### config.mk
export PLATFORM = sky130hd
export DESIGN_NAME = spb_sfr_bank
export DESIGN_NICKNAME = d
export VERILOG_FILES = /design/src/spb_pkg.sv /design/src/spb_pin_outputs.sv /design/src/spb_irq_gate.sv /design/src/spb_sfr_bank.sv
export VERILOG_INCLUDE_DIRS = /design/src /design/src/src
export SDC_FILE = /design/constraint.sdc
export NUM_CORES = 1
export LEC_CHECK = 0
export BUFFER_PORTS_ARGS = -buffer_cell sky130_fd_sc_hd__buf_2
export CAP_MARGIN = 20
export CORE_UTILIZATION = 40
export CTS_BUF_LIST = sky130_fd_sc_hd__clkbuf_16
export DETAILED_ROUTE_END_ITERATION = 6
export PLACE_DENSITY = 0.76
export SLEW_MARGIN = 25
export SYNTH_ARGS = -nofsm -noshare
export SYNTH_HDL_FRONTEND = slang
export SYNTH_SLANG_ARGS = --single-unit
### constraint.sdc
create_clock -name hclk -period 2.2 [get_ports hclk]
set_input_delay 0.44 -clock hclk [delete_from_list [all_inputs] [get_ports hclk]]
set_output_delay 0.44 -clock hclk [all_outputs]
set_load 0.02 [all_outputs]
### src/spb_defines.svh
`ifndef SPB_DEFINES_SVH
`define SPB_DEFINES_SVH

// register indices; each sits at four times its index on the bus
`define SPB_ADDR_PIN_FUNCTION_SELECT 8'hA6
`define SPB_ADDR_TOUCH 8'hA7
`define SPB_ADDR_IEMAIN 8'hA8
`define SPB_ADDR_IEEXTRA 8'hA9
`define SPB_ADDR_ADCLOW 8'hAA
`define SPB_ADDR_ADCHIGH 8'hAB

// reset values
`define SPB_RST_PIN_FUNCTION_SELECT 8'h00
`define SPB_RST_TOUCH 5'h1F
`define SPB_RST_IEMAIN 8'h00
`define SPB_RST_IEEXTRA 8'h00

// pin function field positions
`define SPB_BIT_I2C_SWAP 6
`define SPB_BIT_CLKHALF_EN 5
`define SPB_BIT_T2TOG_EN 4
`define SPB_BIT_SINK2_EN 3
`define SPB_BIT_SINK1_EN 2
`define SPB_BIT_SINK0_EN 1
`define SPB_BIT_T0DIV_EN 0

// main interrupt enable fields
`define SPB_BIT_GLOBAL 7
`define SPB_BIT_TIMER2 5
`define SPB_BIT_UART1 4
`define SPB_BIT_TIMER1 3
`define SPB_BIT_EXT1 2
`define SPB_BIT_TIMER0 1
`define SPB_BIT_EXT0 0

// extra interrupt enable fields
`define SPB_BIT_PWM 7
`define SPB_BIT_I2C 6
`define SPB_BIT_UART2 5
`define SPB_BIT_SPI 4
`define SPB_BIT_ADTK 3
`define SPB_BIT_EXTLV 2
`define SPB_BIT_PORT1 1
`define SPB_BIT_TIMER3 0

// timer0 overflow divider
`define SPB_T0_DIV 64
`define SPB_T0_DIV_W 5

// touch channel codes
`define SPB_TK_LAST_CH 5'h13
`define SPB_TK_REFCAP 5'h17

`endif

### src/spb_pkg.sv
package spb_pkg;
	typedef logic [7:0] spb_byte_t;
	typedef logic [11:0] spb_adc_t;
	typedef logic [4:0] spb_tkch_t;
	typedef enum logic [1:0] {
		SPB_HTRANS_IDLE = 2'h0,
		SPB_HTRANS_BUSY = 2'h1,
		SPB_HTRANS_NONSEQ = 2'h2,
		SPB_HTRANS_SEQ = 2'h3
	} spb_htrans_t;
endpackage

### src/spb_pin_outputs.sv
`timescale 1ns/1ps
`include "spb_defines.svh"
module spb_pin_outputs
	import spb_pkg::*;
#(
	parameter int T0_DIV = `SPB_T0_DIV
) (
	input wire logic hclk,
	input wire logic hresetn,
	input wire logic clkhalf_en,
	input wire logic t2tog_en,
	input wire logic t0div_en,
	input wire logic timer2_ovf,
	input wire logic timer0_ovf,
	output logic sysclk_half_out,
	output logic timer2_toggle_out,
	output logic timer0_div64_out
);
	localparam int HALF = T0_DIV / 2;
	localparam int CW = $clog2(HALF);
	logic half_reg;
	logic t2_reg;
	logic t0_reg;
	logic [CW-1:0] t0cnt_reg;

	// system clock halved, held low when disabled
	always_ff @(posedge hclk or negedge hresetn) begin
		if (!hresetn)
			half_reg <= 1'b0;
		else if (clkhalf_en)
			half_reg <= ~half_reg;
		else
			half_reg <= 1'b0;
	end

	// toggles once per timer2 overflow
	always_ff @(posedge hclk or negedge hresetn) begin
		if (!hresetn)
			t2_reg <= 1'b0;
		else if (!t2tog_en)
			t2_reg <= 1'b0;
		else if (timer2_ovf)
			t2_reg <= ~t2_reg;
	end

	// toggles every T0_DIV/2 overflows, half a period of T0_DIV (64 by default)
	always_ff @(posedge hclk or negedge hresetn) begin
		if (!hresetn) begin
			t0cnt_reg <= '0;
			t0_reg <= 1'b0;
		end else if (!t0div_en) begin
			t0cnt_reg <= '0;
			t0_reg <= 1'b0;
		end else if (timer0_ovf) begin
			if (t0cnt_reg == CW'(HALF - 1)) begin
				t0cnt_reg <= '0;
				t0_reg <= ~t0_reg;
			end else begin
				t0cnt_reg <= t0cnt_reg + 1'b1;
			end
		end
	end

	assign sysclk_half_out = half_reg;
	assign timer2_toggle_out = t2_reg;
	assign timer0_div64_out = t0_reg;
endmodule

### src/spb_irq_gate.sv
`timescale 1ns/1ps
`include "spb_defines.svh"
module spb_irq_gate
	import spb_pkg::*;
(
	input wire logic [7:0] ie_main,
	input wire logic [7:0] ie_extra,
	input wire logic [15:0] irq_src,
	output logic [15:0] irq_req,
	output logic ext_pin0_wake_en,
	output logic ext_pin1_wake_en,
	output logic ext_pins_wake_en
);
	logic [15:0] en_vec;

	// source order: main bits 6..0 map to 6..0 minus unused bit 6, extra to 15..8
	assign en_vec = {ie_extra, 1'b0, ie_main[6:0] & 7'h3F};

	// global gate ahead of each source enable
	genvar i;
	generate
		for (i = 0; i < 16; i++) begin : g_gate
			assign irq_req[i] = ie_main[`SPB_BIT_GLOBAL] & en_vec[i] & irq_src[i];
		end
	endgenerate

	// wake-up follows the pin enables alone
	assign ext_pin0_wake_en = ie_main[`SPB_BIT_EXT0];
	assign ext_pin1_wake_en = ie_main[`SPB_BIT_EXT1];
	assign ext_pins_wake_en = ie_extra[`SPB_BIT_EXTLV];
endmodule

### src/spb_sfr_bank.sv
// The AHB-Lite slave port was left to the implementer.
`timescale 1ns/1ps
`include "spb_defines.svh"
module spb_sfr_bank
	import spb_pkg::*;
#(
	parameter int T0_DIV = `SPB_T0_DIV
) (
	input wire logic hclk,
	input wire logic hresetn,
	input wire logic hsel,
	input wire logic [31:0] haddr,
	input wire logic [1:0] htrans,
	input wire logic hwrite,
	input wire logic [2:0] hsize,
	input wire logic [31:0] hwdata,
	input wire logic hready,
	output logic hreadyout,
	output logic hresp,
	output logic [31:0] hrdata,
	input wire logic [11:0] adc_result,
	input wire logic timer2_ovf,
	input wire logic timer0_ovf,
	input wire logic [15:0] irq_src,
	output logic [15:0] irq_req,
	output logic ext_pin0_wake_en,
	output logic ext_pin1_wake_en,
	output logic ext_pins_wake_en,
	output logic i2c_pin_swap,
	output logic i2c_on_p34_p35,
	output logic i2c_on_p30_p31,
	output logic sysclk_half_out_en,
	output logic sysclk_half_out,
	output logic timer2_toggle_out_en,
	output logic timer2_toggle_out,
	output logic timer0_div64_out_en,
	output logic timer0_div64_out,
	output logic high_sink_group2_en,
	output logic high_sink_group1_en,
	output logic high_sink_group0_en,
	output logic [4:0] first_touch_channel,
	output logic touch_refcap_sel,
	output logic touch_code_valid
);
	spb_byte_t pin_function_select_reg;
	spb_tkch_t touch_reg;
	spb_byte_t iemain_reg;
	spb_byte_t ieextra_reg;
	logic [7:0] wr_addr_reg;
	logic wr_pend_reg;
	logic [31:0] hrdata_reg;
	spb_byte_t rd_byte;
	logic addr_ok;
	logic take;

	// address phase taken on any NONSEQ or SEQ transfer; hsize is not checked
	assign take = hsel && hready && htrans[1];
	assign addr_ok = (haddr[31:10] == 22'h000000) && (haddr[1:0] == 2'h0);

	// zero wait states, always OKAY
	assign hreadyout = 1'b1;
	assign hresp = 1'b0;

	// latch address phase for the data phase
	always_ff @(posedge hclk or negedge hresetn) begin
		if (!hresetn) begin
			wr_pend_reg <= 1'b0;
			wr_addr_reg <= 8'h00;
		end else begin
			wr_pend_reg <= take && hwrite && addr_ok;
			if (take)
				wr_addr_reg <= haddr[9:2];
		end
	end

	// pin function register
	always_ff @(posedge hclk or negedge hresetn) begin
		if (!hresetn)
			pin_function_select_reg <= `SPB_RST_PIN_FUNCTION_SELECT;
		else if (wr_pend_reg && wr_addr_reg == `SPB_ADDR_PIN_FUNCTION_SELECT)
			pin_function_select_reg <= {1'b0, hwdata[6:0]};
	end

	// first touch channel register
	always_ff @(posedge hclk or negedge hresetn) begin
		if (!hresetn)
			touch_reg <= `SPB_RST_TOUCH;
		else if (wr_pend_reg && wr_addr_reg == `SPB_ADDR_TOUCH)
			touch_reg <= hwdata[4:0];
	end

	// interrupt enable registers
	always_ff @(posedge hclk or negedge hresetn) begin
		if (!hresetn) begin
			iemain_reg <= `SPB_RST_IEMAIN;
			ieextra_reg <= `SPB_RST_IEEXTRA;
		end else begin
			if (wr_pend_reg && wr_addr_reg == `SPB_ADDR_IEMAIN)
				iemain_reg <= {hwdata[7], 1'b0, hwdata[5:0]};
			if (wr_pend_reg && wr_addr_reg == `SPB_ADDR_IEEXTRA)
				ieextra_reg <= hwdata[7:0];
		end
	end

	// read mux; result registers have no write path
	always_comb begin
		rd_byte = 8'h00;
		unique case (haddr[9:2])
			`SPB_ADDR_PIN_FUNCTION_SELECT: rd_byte = pin_function_select_reg;
			`SPB_ADDR_TOUCH: rd_byte = {3'h0, touch_reg};
			`SPB_ADDR_IEMAIN: rd_byte = iemain_reg;
			`SPB_ADDR_IEEXTRA: rd_byte = ieextra_reg;
			`SPB_ADDR_ADCLOW: rd_byte = {adc_result[3:0], 4'h0};
			`SPB_ADDR_ADCHIGH: rd_byte = adc_result[11:4];
			default: rd_byte = 8'h00;
		endcase
	end

	// read data captured at the address phase, zero outside a read data phase
	always_ff @(posedge hclk or negedge hresetn) begin
		if (!hresetn)
			hrdata_reg <= 32'h00000000;
		else if (take && !hwrite && addr_ok)
			hrdata_reg <= {24'h000000, rd_byte};
		else
			hrdata_reg <= 32'h00000000;
	end
	assign hrdata = hrdata_reg;

	// pin routing controls
	assign i2c_pin_swap = pin_function_select_reg[`SPB_BIT_I2C_SWAP];
	assign i2c_on_p34_p35 = ~pin_function_select_reg[`SPB_BIT_I2C_SWAP];
	assign i2c_on_p30_p31 = pin_function_select_reg[`SPB_BIT_I2C_SWAP];
	assign sysclk_half_out_en = pin_function_select_reg[`SPB_BIT_CLKHALF_EN];
	assign timer2_toggle_out_en = pin_function_select_reg[`SPB_BIT_T2TOG_EN];
	assign timer0_div64_out_en = pin_function_select_reg[`SPB_BIT_T0DIV_EN];
	assign high_sink_group2_en = pin_function_select_reg[`SPB_BIT_SINK2_EN];
	assign high_sink_group1_en = pin_function_select_reg[`SPB_BIT_SINK1_EN];
	assign high_sink_group0_en = pin_function_select_reg[`SPB_BIT_SINK0_EN];

	// touch channel decode
	assign first_touch_channel = touch_reg;
	assign touch_refcap_sel = (touch_reg == `SPB_TK_REFCAP);
	assign touch_code_valid = (touch_reg <= `SPB_TK_LAST_CH) || touch_refcap_sel;

	// divided clock and overflow outputs
	spb_pin_outputs #(
		.T0_DIV(T0_DIV)
	) u_pins (
		.hclk(hclk),
		.hresetn(hresetn),
		.clkhalf_en(pin_function_select_reg[`SPB_BIT_CLKHALF_EN]),
		.t2tog_en(pin_function_select_reg[`SPB_BIT_T2TOG_EN]),
		.t0div_en(pin_function_select_reg[`SPB_BIT_T0DIV_EN]),
		.timer2_ovf(timer2_ovf),
		.timer0_ovf(timer0_ovf),
		.sysclk_half_out(sysclk_half_out),
		.timer2_toggle_out(timer2_toggle_out),
		.timer0_div64_out(timer0_div64_out)
	);

	// interrupt gating; adc/touch source at index 11
	spb_irq_gate u_irq (
		.ie_main(iemain_reg),
		.ie_extra(ieextra_reg),
		.irq_src(irq_src),
		.irq_req(irq_req),
		.ext_pin0_wake_en(ext_pin0_wake_en),
		.ext_pin1_wake_en(ext_pin1_wake_en),
		.ext_pins_wake_en(ext_pins_wake_en)
	);
endmodule

Word level (Yosys, flattened, before mapping). Cells that the tools add are included.

Order comparisons: 1. Muxes and demuxes: 11. Reduce and logical (&&, ||, !) cells: 16. Bitwise gates (word level): 32. Add/sub/neg operators: 1. Equality and inequality tests: 15.

Operators by type and width (number): 8-bit == test (second input constant) (10); 8-bit case mux with 6 select lines (1); 1-bit AND (28); 22-bit zero test (1); 5-bit two-way mux (3); 1-bit logical AND (11); 5-bit == test (second input constant) (2); 8-bit two-way mux (1); 1-bit two-way mux (6); 5-bit by 1-bit adder with 5-bit output (second input constant) (1); 5-bit less-or-equal comparator (second input constant) (1); 2-bit != test (second input constant) (2); 1-bit NOT (4); 2-bit zero test (1); 2-bit by 1-bit != test with 1-bit output (second input constant) (1); 2-bit AND reduction (1); 1-bit zero test (1); 1-bit logical OR (1).

Output and inout port bits: 72. Word-level logic and storage cells: 87. Register bits: 76. Input port bits: 104.

Longest topological paths before layout. Gate-level depths: netlist of the first run.

Depth after elaboration: 5. Mapped depth: 6. Depth with buffers taken out: 6.

By module. A second synthesis of the first run with hierarchy kept.

Cells, all modules: 239. Area, all modules: 2882.8 µm².

Modules (own cells, without submodules): spb_sfr_bank (area an instance 2321.0 µm², seq. area each 1107.3 µm², cells each 184, instances 1); spb_pin_outputs (area an instance 416.6 µm², seq. area each 200.2 µm², cells each 34, instances 1); spb_irq_gate (area an instance 145.1 µm², seq. area each 0.0 µm², cells each 21, instances 1).

Worst setup path before layout of the first run. No wires, ideal clock.

Path kind: register to output. Start: register touch_reg[4], in the netlist first_touch_channel[4]. End: output port touch_code_valid. Required time: 1.760 ns. Setup slack: 0.525 ns. Cell stages (with the launch flop): 4. Buffers on the path: 0. Arrival: 1.235 ns. Cells stage by stage: dfstp_2 nand3b_1 nor2_1 or2_2.

Cells in the longest elaborated chain, start to end: 2. Elaborated cells on any way between the ends: 3. Those cells by class: order compare: 1; eq/ne: 1; reduce/logical: 1.

Ends and longest elaborated chain: start, declared (line spb_sfr_bank.sv:46) `spb_tkch_t touch_reg;`; start signal, assigned (line spb_sfr_bank.sv:87) `` touch_reg <= `SPB_RST_TOUCH; ``; start signal, assigned (line spb_sfr_bank.sv:89) `touch_reg <= hwdata[4:0];`; 5-bit == test (no line); via touch_refcap_sel (line spb_sfr_bank.sv:42) `output logic touch_refcap_sel,`; 1-bit logical OR (line spb_sfr_bank.sv:144) `` assign touch_code_valid = (touch_reg <= `SPB_TK_LAST_CH) || touch_refcap_sel; ``; end, declared (line spb_sfr_bank.sv:43) `output logic touch_code_valid`.

The timed path passes the listed nets, and every way through them passes these cells.

Final worst setup path of the first run.
Start: register touch_reg[3], in the netlist first_touch_channel[3]. End: output port touch_code_valid.

Cells in the longest elaborated chain, start to end: 2. Elaborated cells on any way between the ends: 3. Those cells by class: order compare: 1; eq/ne: 1; reduce/logical: 1.

Ends and longest elaborated chain (line): 5-bit less-or-equal comparator (no line) / 5-bit == test (equally long branches); 1-bit logical OR (*) (spb_sfr_bank.sv:144).

Every way passes the cells marked *; elsewhere a longest branch is shown, timed or not.

==> results.md, run 1 <==
- Clock Sinks: 52
- I/O pins: 176
- Leakage: ~0.0019 µW
- Initial DRC count: 79
- Area share of and/or/nand/nor cells after synthesis: 17.30%
- DIE AREA: around 0.0074 mm²
- Via-per-instance ratio: roughly 5
- Register-to-register setup slack: ~0.34 ns
- DRC Markers: 0
- Post-synthesis area per instance: ~12 µm²
- Setup TNS: 0 ns
- Post-synthesis compound-gate area fraction: between 8 and 9%
- CTS buffer count: 5
- Final hold slack: around 0.14 ns
- Peak supply drop: between 0.0004 and 0.0005 V
- Setup crit end kind: output pin
- GRT Total Usage: a little under a fifth
- Post-CTS sizing: 0
- Asr flop ratio synth: 100.0%
- Worst-path cell chain: nand3b_1 -> nor2_1 -> or2_2 -> buf_2
- Final WL: slightly below 7 mm
- Worst skew pair latency: approximately 0.28 ns
- CTS tree: done
- Most used DFF post-synth: dfrtp_1
- Hpwl dp: a little over 5 mm
- Most common cell after layout, fill and taps aside: buf_2
- Register area share after synthesis: between 40% and 50%
- Status: complete, no violations
- Antenna diodes: 0
- Hold-fix buffers, CTS: 0
- Achievable Freq: ~520 MHz
- Area Overhead vs Synth: 26.93%
- Min-Delay Path Class: input port to asynchronous set/reset pin
- Fin crit share: between 80% and 90%
- Antenna violations before repair: 0
- Clk pin slew, worst setup/hold paths: ~0.07 ns
- Worst path arrival time: approximately 1.5 ns
- Multiplexer share of the synthesized area: ~16%
- Post-synth EDFFs: 0
- DRT Pass-1 Iters: 4
- Final worst slack: roughly 0.3 ns
- Setup Skew: 0.008995 ns
- Reg2reg start: wr_addr_reg[6]
- Critical-path top delay cell: dfstp_2
- Total power draw: between 2000 and 2500 µW
- Worst endpoint required time: between 1.5 and 2 ns
- Hold Vio Cnt, Final: 0
- Synth warn: 0
- Slew HR: approximately three fifths
- Largest net degree at the start of global routing: 30
- CP startpoint kind: register
- Critical path's largest stage delay: between 0.5 and 0.6 ns
- Max Slew Vio Count: 0
- Initial Util: approximately two fifths
- Main combinational cell family by area after synthesis: simple AND/OR/NAND/NOR gates
- Commonest non-fill, non-tap cells in the layout: 117 x buf_2, 47 x dfrtp_1, 36 x mux2_2, 28 x conb_1, 21 x and3_1
- Dpl ws: approximately 0.26 ns
- Worst Path Buf+Inv: 1
- Vias: approximately 2,300
- Mapped Cells: 240
- Postcts setup bufs: 0
- DR WL/cell: approximately 15 µm
- Post-Place Cells: around 450
- Crit path depth: 4
- Crit-path leading delay family: flip-flops
- Critical-path maximum fanout: 5
- Worst r2r path cells: 4
- Crit path launch: first_touch_channel[3]
- Final setup vio count: 0
- GP Congestion: just over 0.7
- Port Buf Inserts: between 100 and 150
- Post-route ant nets: 0
- Synth top area share: between 40% and 50%
- Slew @ Worst Pin: ~0.6 ns
- Max Cap Viol: 0
- Synthesized area: around 0.0028 mm²
- GRT overflow: 0
- Yosys reg bits: 52
- Post-Synth Adder-Cell Area: 0.8917%
- Distinct cells, synth: 44
- Crit path kind: register to output pin
- Clock Root Buffer: clkbuf_16
- H-tree lvl count: 2
- Synth Area in XOR/XNOR: less than 1%
- Cell taking the most area after synthesis: dfrtp_1
- Top cells by area, synth: dfrtp_1 42%, mux2_2 14%, buf_4 7.8%
- Die Span X: around 86 µm
- Number of core rows: 30
- Core area: ~0.0068 mm²
- Die Y: ~86 µm
- Final non-filler cell total: 453
- Worst setup path endpoint: touch_code_valid
- Reg-to-Reg End: pin_function_select_reg[5]
- RSZ-0062 raised after global routing: false
- PD cells: between 500 and 600 mW/mm²
- Number of global-route vias before repair: between 2,000 and 2,500
- Clock tree buffer depth: 2
- First-pass GRT wire length: roughly 11 mm
- Min Tclk post-route: 1.907 ns
- Net count, final: between 400 and 500
- Share of layout cells above drive strength 1: roughly 50%
[worst min-delay path by stage]
stage / startpoint / endpoint / slack (ns) / cells after the start
global placement: u_pins.sysclk_half_out / u_pins.sysclk_half_out / 0.42 / 1
finish: hresetn / ieextra_reg[1] / 0.14 / 1
floorplan: hresetn / hrdata[0] / 0.14 / 0
CTS: hresetn / ieextra_reg[1] / 0.16 / 1
global route: hresetn / ieextra_reg[1] / 0.17 / 1
detailed placement: u_pins.sysclk_half_out / u_pins.sysclk_half_out / 0.42 / 1
[cell families (layout without fill, tap and decap cells)]
group	after synthesis	after routing
flip-flops	52	52
XOR/XNOR	3	3
multiplexers	39	39
AO/OA/AOI/OAI	31	31
AND/OR/NAND/NOR	70	70
adder cells (fa/ha/maj)	2	2
buffers and inverters	41	132
other	2	28
[metrics by stage]
| step | cell area [µm²] | util, % |
|---|---|---|
| 6_report | 3562 | 52.43 |
| 5_1_grt | 3562 | 52.43 |
| 4_1_cts | 3562 | 52.43 |
| 3_5_place_dp | 3398 | 50.02 |
| 3_3_place_gp | 3398 | 50.02 |
| 2_1_floorplan | 2904 | - |
[power breakdown]
part	internal (µW)	switching (µW)
sequential	984	20.2
clock	530	321
combinational	99.8	133
[cell usage after synthesis (4+ instances only)]
| library cell | n |
|---|---|
| dfrtp_1 | 47 |
| mux2_2 | 36 |
| buf_4 | 29 |
| and3_1 | 21 |
| nor2b_1 | 8 |
| a22o_1 | 7 |
| a22oi_1 | 7 |
| clkbuf_1 | 5 |
| dfstp_2 | 5 |
| nor3b_1 | 5 |
| o21ai_0 | 5 |
| a21oi_1 | 4 |
| and2_1 | 4 |
| buf_2 | 4 |
| nand3b_1 | 4 |
| nor4_1 | 4 |
[layout make-up]
| cell class | count | area (µm²) |
|---|---|---|
| Multi-Input combinational cell | 173 | 1328 |
| Sequential cell | 52 | 1308 |
| Timing Repair Buffer | 122 | 635.6 |
| Inverter | 2 | 7.507 |
| Tap cell | 96 | 120.1 |
| Fill cell | 617 | 3232 |
| Clock inverter | 3 | 38.79 |
| Clock buffer | 5 | 125.1 |
[per-layer routing]
metal  GRT usage [%]  wire [µm]  share of wire, %  vias to the layer above
met4           4.697         88               1.3                        0
met1           23.45       2903                43                     1097
met5               0          0                 0                        -
li1                -          -                 -                     1051
met2           32.80       3356                50                      101
met3           3.561        401               5.9                        8
No activity file was read; power rests on OpenSTA's default activity.
==> inputs of run 2 (changes only) <==
--- a/config.mk
+++ b/config.mk
@@ -8,6 +8,7 @@
 export LEC_CHECK = 0
 export BUFFER_PORTS_ARGS = -buffer_cell sky130_fd_sc_hd__buf_2
 export CAP_MARGIN = 20
+export CORE_ASPECT_RATIO = 0.6
 export CORE_UTILIZATION = 40
 export CTS_BUF_LIST = sky130_fd_sc_hd__clkbuf_16
 export DETAILED_ROUTE_END_ITERATION = 6
==> results.md, run 2 (synthesized netlist as in run 1, its figures left out) <==
- Number of core rows: 23
- Flop pwr share: 47.4%
- GRT overflow: 0
- Slew HR: roughly 60%
- DR WL/cell: 16.16 µm
- Fin crit share: 86.11%
- Commonest non-fill, non-tap cells in the layout: 117 x buf_2, 47 x dfrtp_1, 36 x mux2_2, 28 x conb_1, 21 x and3_1
- GRT Total Usage: between 20% and 30%
- Number of global-route vias before repair: approximately 2,100
- Leakage: about 0.0019 µW
- Final setup vio count: 0
- Postcts setup bufs: 0
- Core area: 0.006734 mm²
- Critical-path top delay cell: dfstp_2
- Initial DRC count: 48
- Slew @ Worst Pin: between 0.6 and 0.7 ns
- Worst endpoint required time: ~1.8 ns
- Die Y: 66.88 µm
- Final WL: between 7 and 8 mm
- Worst Path Buf+Inv: 1
- Critical path's largest stage delay: ~0.57 ns
- Hold Vio Cnt, Final: 0
- Setup TNS: 0 ns
- Area Overhead vs Synth: 26.66%
- DIE AREA: ~0.0074 mm²
- Status: complete, no violations
- Post-route ant nets: 0
- Clk pin slew, worst setup/hold paths: roughly 0.07 ns
- PD cells: slightly below 600 mW/mm²
- Sw frac: between 20% and 30%
- Critical-path maximum fanout: 5
- Share of layout cells above drive strength 1: 50.42%
- CTS tree: done
- Min Tclk post-route: ~1.9 ns
- Min-Delay Path Class: input port to asynchronous set/reset pin
- Clock share of power: between 40% and 50%
- Most common cell after layout, fill and taps aside: buf_2
- First-pass GRT wire length: roughly 11 mm
- CTS buffer count: 5
- Die Span X: 110.1 µm
- Hold-fix buffers, CTS: 0
- Crit path kind: register to output pin
- Dpl ws: roughly 0.28 ns
- Via-per-instance ratio: 5.092
- Crit-path leading delay family: flip-flops
- Worst path arrival time: between 1 and 1.5 ns
- Port Buf Inserts: 117
- Hpwl dp: between 5 and 6 mm
- Net count, final: 462
- Clock Root Buffer: clkbuf_16
- Clock Sinks: 52
- H-tree lvl count: 2
- Peak supply drop: 0.0003187 V
- Worst-path cell chain: nand3b_1 -> nor2_1 -> or2_2 -> buf_2
- Achievable Freq: 527.8 MHz
- Vias: 2,261
- Setup Skew: slightly above 0.007 ns
- Antenna diodes: 0
- Max Cap Viol: 0
- Net Sw Power: about 500 µW
- CP startpoint kind: register
- Clock tree buffer depth: 2
- Max Slew Vio Count: 0
- Cell Int Power: between 1500 and 2000 µW
- Setup crit end kind: output pin
- Initial Util: roughly two fifths
- Final worst slack: slightly above 0.3 ns
- Largest net degree at the start of global routing: 25
- RSZ-0062 raised after global routing: false
- DRT Pass-1 Iters: 4
- GP Congestion: between 0.7 and 0.8
- I/O pins: 176
- Antenna violations before repair: 0
- Post-CTS sizing: 0
- DRC Markers: 0
- Gate power share: around 11%
- Worst skew pair latency: roughly 0.29 ns
[run 2: cell count changes in the layout (fill, tap and decap cells not counted)]
cell        previous run  this run
inv_1                  3         2
clkinvlp_4             0         1
[run 2: per-stage QoR]
step / utilization [%] / total power, µW / std cells / hold slack, ns / area [µm²]
floorplan: - / 1179 / 266 / 0.1444 / 2904
global placement: 50.30 / 1250 / 436 / 0.3678 / 3387
detailed placement: 50.30 / 1258 / 436 / 0.3785 / 3387
CTS: 52.79 / 2133 / 444 / 0.07088 / 3555
global route: 52.79 / 2198 / 444 / 0.08584 / 3555
finish: 52.79 / 2116 / 444 / 0.06293 / 3555
[run 2: per-layer routing]
layer | up-vias | share of wire (%) | global-route usage [%]
met2 | 98 | 44 | 31.33
met3 | 7 | 7.6 | 4.697
met4 | 0 | 0.71 | 3.947
li1 | 1053 | - | -
met1 | 1103 | 47 | 28.46
met5 | - | 0 | 0
[run 2: worst paths after layout]
path	endpoint	cells after the start	startpoint	slack, ns
setup / recovery	touch_code_valid	4	first_touch_channel[3]	0.31
hold / removal	hrdata[5]	1	hresetn	0.06
setup reg to reg	pin_function_select_reg[5]	4	wr_addr_reg[6]	0.37
hold reg to reg	u_pins.sysclk_half_out	1	u_pins.sysclk_half_out	0.42
max in group asynchronous	first_touch_channel[4]	2	hresetn	1.53
min in group hclk	iemain_reg[7]	2	hwdata[7]	0.40
[run 2: power groups by stage]
stage / Sequential, µW / Combinational (µW) / Clock [µW]
floorplan: 1020 / 162 / 0
global placement: 1020 / 232 / 0
detailed placement: 1020 / 236 / 0
CTS: 1000 / 238 / 891
global route: 1010 / 264 / 927
finish: 1000 / 237 / 875
[run 2: cell type report]
class                   count  area, µm²
multi-input cells         173       1328
repair buffers            122      635.6
inverters                   2      7.507
clock buffers               5      125.1
flip-flops and latches     52       1308
well taps                  87      108.9
clock inverters             3      42.54
fillers                   617       3179
